[src/common/nfc_cfg.svh]
// Overview of operation
// - An unsigned code c of width b converts to the float c/(2^b-1), from zero to one.
// - A signed code c of width b converts to max(c/(2^(b-1)-1), -1.0), from -1 to 1.
// - The most negative signed code is clamped to -1.0, so -127 and -128 (b=8) both give -1.
// - Float to unsigned code clamps to [0,1], scales by 2^b-1 and rounds to nearest.
// - Float to signed code clamps to [-1,1], scales by 2^(b-1)-1 and rounds to nearest.
// - Signed codes are b-bit two's complement and unsigned codes plain b-bit binary.
// - The formulas use width b even when the code container is wider.
// - Width b is the component's bit count in its store and is given with each request.
// - One signed conversion serves every caller, whatever the source of the value.
// - A division by zero gives an arbitrary value but never stalls or hangs the datapath.
// - Float results are rounded to nearest, within half a unit of the 24-bit mantissa, over the range [-1,1].
`ifndef NFC_CFG_SVH
`define NFC_CFG_SVH

`define NFC_MAX_W_DEF   16
`define NFC_QGUARD      26
`define NFC_F_ZERO      32'h0000_0000
`define NFC_F_NEG_ONE   32'hbf80_0000
`define NFC_EXP_BIAS    127
`define NFC_EXP_ALLONE  8'hff
`define NFC_FRAC_W      24
`define NFC_MANT_W      23
`define NFC_EXP_W       8

`endif

[src/common/nfc_pkg.sv]
package nfc_pkg;

    // conversion direction of one request
    typedef enum logic {
        NFC_FIX_TO_FLT,
        NFC_FLT_TO_FIX
    } nfc_dir_t;

    // control sequence of the converter
    typedef enum logic [1:0] {
        NFC_IDLE,
        NFC_DIV,
        NFC_DONE
    } nfc_state_t;

endpackage

[src/rtl/nfc_divider.sv]
`timescale 1ns/1ps
`include "nfc_cfg.svh"

// restoring divider, one quotient bit per cycle
module nfc_divider #(
    parameter int NW = 58,
    parameter int DW = 16
) (
    input  wire logic          mclk,
    input  wire logic          reset_n,
    input  wire logic          start,
    input  wire logic [NW-1:0] num,
    input  wire logic [DW-1:0] den,
    output logic               done,
    output logic [NW-1:0]      quot,
    output logic               rem_nz
);
    localparam int CW = $clog2(NW + 1);

    logic [NW-1:0] shf_q;
    logic [DW:0]   rem_q;
    logic [DW-1:0] den_q;
    logic [CW-1:0] cnt_q;
    logic          run_q;
    logic [DW:0]   trial;

    // shift in the next numerator bit; a zero divisor simply yields all ones
    assign trial = {rem_q[DW-1:0], shf_q[NW-1]};

    // the count is fixed, so a zero divisor cannot hold the loop open
    always_ff @(posedge mclk) begin
        if (!reset_n) begin
            run_q <= 1'b0;
            cnt_q <= '0;
        end else if (start) begin
            run_q <= 1'b1;
            cnt_q <= CW'(NW);
        end else if (run_q) begin
            cnt_q <= cnt_q - 1'b1;
            run_q <= (cnt_q != CW'(1));
        end
    end

    // datapath: quotient bits enter at the bottom of the shift register
    always_ff @(posedge mclk) begin
        if (start) begin
            shf_q <= num;
            rem_q <= '0;
            den_q <= den;
        end else if (run_q) begin
            if (trial >= {1'b0, den_q}) begin
                rem_q <= trial - {1'b0, den_q};
                shf_q <= {shf_q[NW-2:0], 1'b1};
            end else begin
                rem_q <= trial;
                shf_q <= {shf_q[NW-2:0], 1'b0};
            end
        end
    end

    // finish pulse registered on the same edge as the last step
    always_ff @(posedge mclk) begin
        if (!reset_n) begin
            done <= 1'b0;
        end else begin
            done <= run_q && (cnt_q == CW'(1));
        end
    end

    assign quot   = shf_q;
    assign rem_nz = (rem_q != '0);

endmodule

[src/rtl/nfc_converter.sv]
`timescale 1ns/1ps
`include "nfc_cfg.svh"

// normalized fixed-point <-> single-precision float converter
module nfc_converter #(
    parameter int MAX_W = `NFC_MAX_W_DEF,
    localparam int BW   = $clog2(MAX_W + 1)
) (
    input  wire logic          mclk,
    input  wire logic          reset_n,
    input  wire logic          in_valid,
    output logic               in_ready,
    input  wire logic          in_dir,
    input  wire logic          in_signed,
    input  wire logic [BW-1:0] in_bits,
    input  wire logic [31:0]   in_data,
    output logic               out_valid,
    input  wire logic          out_ready,
    output logic [31:0]        out_data
);
    localparam int QB = MAX_W + `NFC_QGUARD;
    localparam int NW = MAX_W + QB;
    localparam int FW = `NFC_FRAC_W;
    localparam int MW = `NFC_MANT_W;
    localparam int PW = FW + 1 + MAX_W;

    nfc_pkg::nfc_state_t state_q;
    logic [31:0]         out_q;
    logic                neg_q;

    // scale factor 2^b-1 or 2^(b-1)-1; b=0 unsigned (or b=1 signed) gives a zero divisor
    function automatic logic [MAX_W-1:0] scale_of(input logic [BW-1:0] b, input logic sgn);
        logic [MAX_W:0] one;
        logic [MAX_W:0] s;
        one = (MAX_W+1)'(1);
        if (sgn) begin
            s = (one << (b - 1'b1)) - one;
        end else begin
            s = (one << b) - one;
        end
        return s[MAX_W-1:0];
    endfunction

    // position of the leading one of the quotient
    function automatic int lead_pos(input logic [QB:0] q);
        int p;
        p = 0;
        for (int i = 0; i <= QB; i++) begin
            if (q[i]) begin
                p = i;
            end
        end
        return p;
    endfunction

    // ---------------- request decode ----------------
    logic [BW-1:0]    bits;
    logic [MAX_W-1:0] scale;
    logic [MAX_W-1:0] cod_shl;
    logic [MAX_W-1:0] cod_sx;
    logic [MAX_W-1:0] cod_mag;
    logic             cod_neg;
    logic             cod_min;

    // widths above the container are clamped to it
    assign bits  = (in_bits > BW'(MAX_W)) ? BW'(MAX_W) : in_bits;
    assign scale = scale_of(bits, in_signed);

    // only the low b bits carry the code, whatever the container width
    always_comb begin
        cod_shl = in_data[MAX_W-1:0] << (BW'(MAX_W) - bits);
        if (in_signed) begin
            cod_sx = MAX_W'($signed(cod_shl) >>> (BW'(MAX_W) - bits));
        end else begin
            cod_sx = cod_shl >> (BW'(MAX_W) - bits);
        end
        cod_neg = in_signed && cod_sx[MAX_W-1];
        cod_mag = cod_neg ? MAX_W'(-cod_sx) : cod_sx;
        // magnitude past the scale is the one code outside the range
        cod_min = cod_neg && (cod_mag > scale);
    end

    // ---------------- float to fixed (single cycle) ----------------
    logic          f_sgn;
    logic [7:0]    f_exp;
    logic [MW-1:0] f_frac;
    logic          f_nan;
    logic [FW:0]   f_fix;
    logic [PW-1:0] f_prod;
    logic [PW-1:0] f_rnd;
    logic [MAX_W-1:0] f_mag;
    logic [MAX_W-1:0] f_code;
    logic [31:0]   f_out;

    assign f_sgn  = in_data[31];
    assign f_exp  = in_data[30:MW];
    assign f_frac = in_data[MW-1:0];
    assign f_nan  = (f_exp == `NFC_EXP_ALLONE) && (f_frac != '0);

    // clamp into [0,1] or [-1,1] as a 1.24 magnitude; NaN maps to zero
    always_comb begin
        if (f_nan) begin
            f_fix = '0;
        end else if (f_sgn && !in_signed) begin
            f_fix = '0;
        end else if (f_exp >= 8'(`NFC_EXP_BIAS)) begin
            f_fix = (FW+1)'(1) << FW;
        end else if ((8'(`NFC_EXP_BIAS - 1) - f_exp) > 8'(FW) || f_exp == '0) begin
            f_fix = '0; // denormals lie far below half a code step
        end else begin
            f_fix = {1'b0, 1'b1, f_frac} >> (8'(`NFC_EXP_BIAS - 1) - f_exp);
        end
    end

    // scale, then add half an lsb and truncate: round to nearest, ties away
    always_comb begin
        f_prod = PW'(f_fix) * PW'(scale);
        f_rnd  = (f_prod + (PW'(1) << (FW - 1))) >> FW;
        f_mag  = f_rnd[MAX_W-1:0];
        f_code = (f_sgn && in_signed) ? MAX_W'(-f_mag) : f_mag;
        if (in_signed) begin
            f_out = 32'($signed(f_code));
        end else begin
            f_out = 32'(f_code);
        end
    end

    // ---------------- fixed to float (divider) ----------------
    logic          div_start;
    logic          div_done;
    logic [NW-1:0] div_quot;
    logic          div_rnz;

    assign div_start = (state_q == nfc_pkg::NFC_IDLE) && in_valid
                     && (in_dir == nfc_pkg::NFC_FIX_TO_FLT)
                     && !cod_min && (cod_mag != '0);

    // enough quotient bits past the smallest ratio for a rounded 24-bit mantissa
    nfc_divider #(
        .NW (NW),
        .DW (MAX_W)
    ) u_div (
        .mclk    (mclk),
        .reset_n (reset_n),
        .start   (div_start),
        .num     ({cod_mag, QB'(0)}),
        .den     (scale),
        .done    (div_done),
        .quot    (div_quot),
        .rem_nz  (div_rnz)
    );

    // normalize quotient q*2^-QB into sign, exponent and mantissa
    logic [QB:0]   q;
    logic [QB:0]   qn;
    int            qp;
    logic [7:0]    n_exp;
    logic          n_grd;
    logic          n_stk;
    logic [30:0]   n_mag;
    logic [31:0]   n_out;

    always_comb begin
        q     = div_quot[QB:0];
        qp    = lead_pos(q);
        qn    = q << (QB - qp);
        n_exp = 8'(`NFC_EXP_BIAS + qp - QB);
        n_grd = qn[QB-MW-1];
        n_stk = (qn[QB-MW-2:0] != '0) || div_rnz;
        // a mantissa carry on rounding steps the exponent, as intended
        n_mag = {n_exp, qn[QB-1 -: MW]}
              + 31'(n_grd && (n_stk || qn[QB-MW]));
        n_out = {neg_q, n_mag};
    end

    // ---------------- control ----------------
    always_ff @(posedge mclk) begin
        if (!reset_n) begin
            state_q <= nfc_pkg::NFC_IDLE;
        end else begin
            unique case (state_q)
                nfc_pkg::NFC_IDLE: begin
                    if (in_valid) begin
                        state_q <= div_start ? nfc_pkg::NFC_DIV : nfc_pkg::NFC_DONE;
                    end
                end
                nfc_pkg::NFC_DIV: begin
                    if (div_done) begin
                        state_q <= nfc_pkg::NFC_DONE;
                    end
                end
                nfc_pkg::NFC_DONE: begin
                    if (out_ready) begin
                        state_q <= nfc_pkg::NFC_IDLE;
                    end
                end
            endcase
        end
    end

    // sign of the code travels alongside the division
    always_ff @(posedge mclk) begin
        if (!reset_n) begin
            neg_q <= 1'b0;
        end else if (div_start) begin
            neg_q <= cod_neg;
        end
    end

    // result register: immediate results in idle, quotients when the divider ends
    always_ff @(posedge mclk) begin
        if (!reset_n) begin
            out_q <= `NFC_F_ZERO;
        end else if (state_q == nfc_pkg::NFC_IDLE && in_valid) begin
            if (in_dir == nfc_pkg::NFC_FLT_TO_FIX) begin
                out_q <= f_out;
            end else if (cod_min) begin
                out_q <= `NFC_F_NEG_ONE;
            end else if (cod_mag == '0) begin
                out_q <= `NFC_F_ZERO; // zero is exact in both encodings
            end
        end else if (state_q == nfc_pkg::NFC_DIV && div_done) begin
            out_q <= n_out;
        end
    end

    assign in_ready  = (state_q == nfc_pkg::NFC_IDLE);
    assign out_valid = (state_q == nfc_pkg::NFC_DONE);
    assign out_data  = out_q;

endmodule

[config.mk]
export PLATFORM = sky130hd
export DESIGN_NAME = nfc_converter
export DESIGN_NICKNAME = d
export VERILOG_FILES = /design/src/common/nfc_pkg.sv /design/src/rtl/nfc_divider.sv /design/src/rtl/nfc_converter.sv
export VERILOG_INCLUDE_DIRS = /design/src /design/src/common
export SDC_FILE = /design/constraint.sdc
export NUM_CORES = 2
export LEC_CHECK = 0
export BUFFER_PORTS_ARGS = -buffer_cell sky130_fd_sc_hd__buf_2
export CAP_MARGIN = 10
export CORE_ASPECT_RATIO = 1.75
export CORE_UTILIZATION = 46
export DETAILED_ROUTE_END_ITERATION = 8
export SYNTH_ARGS = -nofsm -noshare
export SYNTH_HDL_FRONTEND = slang
export SYNTH_HIERARCHICAL = 1
export SYNTH_SLANG_ARGS = --single-unit
[constraint.sdc]
create_clock -name mclk -period 21.8 [get_ports mclk]
set_input_delay 5.45 -clock mclk [delete_from_list [all_inputs] [get_ports mclk]]
set_output_delay 5.45 -clock mclk [all_outputs]
set_load 0.02 [all_outputs]
==> results by group <==
Synth
  • Async set-reset flop share out of synthesis: 0%
  • Adder-Cell Fraction of Synth Area: 28.7%
  • Main combinational cell family by area after synthesis: adder cells
  • Mapped Area: 0.0300 mm2
  • Compound-Gate Fraction of Synth Area: 20.3%
  • Most frequent cell after synthesis: nand2_1
  • Top cells by count, synth: nand2_1, inv_1, fa_1, nor2_1, a21oi_1
  • Number of flops mapped to enable cells by yosys: 74
  • Synth warnings: 6
  • #FFs+latches synth: ~130
  • Post-Synthesis Cells: between 3000 and 4000
  • Top cell type's share of synthesized area: roughly a fifth
  • Top cells by area, synth: fa_1, edfxtp_1, ha_1
  • Sequential area share after synthesis: 11.4%
  • Distinct cells, synth: 116
  • Area share of xor/xnor cells in the synthesized design: 2.48%
  • Synth area leader: fa_1
  • Post-Synth Simple-Gate Area: around a fifth
  • Post-Syn Area per Cell: about 7.9 um2
  • Post-synthesis mux area share: 7.13%
  • Top_reg_cell synth: edfxtp_1

Timing
  • RSZ-0062 raised after global routing: no
  • Max-Slew Margin vs Limit: 13.1%
  • Worst Tran Pin Value: 1270 ps
  • Final Skew: 13.9 ps
  • Max Slew Vio Count: 0
  • Final Hold Viols: 0
  • Max Clock Freq: between 50 and 60 MHz
  • Final period utilization: 89.2%
  • Final Critical Period: 19450 ps
  • Setup violations, final: 0
  • Setup TNS: 0 ps

Critical path
  • Worst r2r path cells: 23
  • Critical path origin: in_bits[4]
  • CP endpoint: out_data[23]
  • CP Launch Type: input pin
  • Required @ worst endpoint: 22110 ps
  • Reg-to-reg slack, setup: 12700 ps
  • Crit-path most repeated cell: fa_1
  • CP max-delay cell: o31ai_4
  • Critical path type: input pin to flop
  • Critical R2R Launch: u_div/quot[22]
  • Worst EP arrival: 19760 ps
  • R2r endpoint: out_data[30]
  • Worst setup EP type: flop
  • Max stage delay on crit path: a little under 1000 ps
  • Crit-path max FO: 46

Floorplan
  • Die width: 195 um
  • FP Rows: around 120
  • Placeable Area: 0.0643 mm2
  • Die Area: approximately 0.066 mm2
  • Chip height: 340 um
  • Starting Density: 46.7%
  • I/O Pins: 77

Min path
  • Hold crit path type: flop to flop
  • Hold wc startpoint: out_data[5]

Routing
  • # DRC: 0
  • Met1 Wirelength: 40800 um
  • Met3 wire len: 7260 um
  • Avg WL per Cell: 25.9 um
  • Top routing layer in use: met5
  • DR WL met2: 59300 um
  • Post-DR vias/cell: approximately 6.4
  • Starting DRT DRC Count: 2365
  • Vias: 29400
  • Antenna Violating Nets Remaining: 0
  • First drt pass iteration count: 6
  • Detailed Route WL: ~120000 um

CTS
  • Clock sink total: 134
  • Clk_lat worst skew: 480 ps
  • Clock-pin slew on the worst setup and hold paths: 60 ps
  • Post-CTS Setup Inserts: 0
  • TritonCTS clock tree: yes
  • Cts repair resizes: 0
  • Clk buf depth: 2
  • Depth of the CTS H-tree: 4
  • Cell chosen for the clock root: clkbuf_16
  • Cts bufs inserted: 17
  • Cts hold-fix bufs: 0

Flow run
  • Max-cap violations: 0

Pwr
  • Static Leak: 0.0141 uW
  • Total chip power: 2580 uW
  • PD cells: 80.8 mW/mm2
  • Worst vdd ir: 65.6 uV

Finish
  • Nets: 4314
  • Filler Cell Count: 6469
  • Area Growth Syn to Fin: 6.29%
  • Share of cells above drive strength 1: between 10% and 20%

Global route
  • Overall routing resource usage: 36.2%
  • Initial antenna violation count: 7
  • Vias in the first global route: approximately 30000
  • First-pass GRT wire length: 181000 um
  • Congestion Overflow GR: 0
  • Largest net degree at the start of global routing: 59

Placement
  • Estimated wirelength of the detail-placed design: approximately 92000 um
  • IO buf count: 76
  • GP Congestion: 0.998

Status
  • Run status: completed
report_power, final:
group | switching (uW) | internal (uW)
sequential | 104 | 350
clock | 150 | 153
combinational | 1230 | 590
sequential cells by signal, indices dropped and copies added (netlist names):
signal / count
u_div/quot: 58
out_data: 32
u_div/rem_q: 17
u_div/den_q: 16
u_div/cnt_q: 6
state_q: 2
neg_q: 1
u_div/done: 1
u_div/run_q: 1
placed cells by master, fill, tap and decap left out, drive strengths merged, types with 45 or more instances in the layout:
cell type | Yosys | layout
mux2i | 90 | 90
edfxtp | 74 | 74
nand2 | 487 | 487
inv | 445 | 454
buf | 65 | 157
a21oi | 198 | 198
mux2 | 90 | 90
a211oi | 60 | 60
o21ai | 136 | 136
a31oi | 45 | 45
dfxtp | 60 | 60
nand3 | 114 | 114
nor3 | 120 | 120
and2 | 54 | 54
fa | 319 | 319
nor2 | 284 | 284
ha | 177 | 177
xnor2 | 57 | 57
how the worst min path moves through the flow:
stage,endpoint,slack (ps),cells past startpoint
after global placement,out_data[2],450,2
after CTS,out_data[5],460,2
after detailed placement,out_data[5],450,2
final,out_data[5],460,2
after floorplan,out_data[31],450,2
after global routing,out_data[5],470,2
layer usage:
| layer | GRT usage, % | up-vias |
|---|---|---|
| li1 | - | 13200 |
| met1 | 36.4 | 14300 |
| met2 | 63.3 | 1353 |
| met3 | 6.68 | 523 |
| met4 | 32.8 | 4 |
| met5 | 0 | - |
per-stage QoR:
stage | cell area (um2) | setup WS, ps | utilization [%] | hold slack (ps) | instances
3_5_place_dp | 31300 | 2070 | 48.7 | 450 | 4568
4_1_cts | 31900 | 2550 | 49.6 | 459 | 4600
2_1_floorplan | 30200 | 4930 | - | 453 | 3836
3_3_place_gp | 31300 | 2500 | 48.7 | 445 | 4568
5_1_grt | 31900 | 1470 | 49.6 | 473 | 4602
6_report | 31900 | 2350 | 49.6 | 457 | 4605
layout make-up:
class / instances / area (um2) / area share (%)
sequential: 134 / 3420 / 10.7
tap: 812 / 1020 / 3.18
multi-input combinational: 3016 / 24200 / 75.8
clock buffer: 17 / 425 / 1.33
timing repair buffer: 157 / 988 / 3.10
antenna: 5 / 12.5 / 0.0392
inverter: 449 / 1690 / 5.28
clock inverter: 15 / 158 / 0.494
critical path, delay by kind of cell:
family	cells	cell delay, ps
AOI/OAI and AO/OA	8	2240
xor gates and xnor gates	1	200
adders and majority gates	9	4790
buffers and inverters	6	1830
muxes	2	780
and+or+nand+nor	13	4410
kinds of logic (layout without fill, tap and decap cells):
| family | count (synthesis) | after routing |
|---|---|---|
| AND/OR/NAND/NOR | 1333 | 1333 |
| buffers and inverters | 686 | 638 |
| other | 1 | 47 |
| adder cells (fa/ha/maj) | 496 | 496 |
| XOR/XNOR | 85 | 85 |
| flip-flops | 134 | 134 |
| multiplexers | 190 | 190 |
| AO/OA/AOI/OAI | 870 | 870 |
No activity file was read; power rests on OpenSTA's default activity.
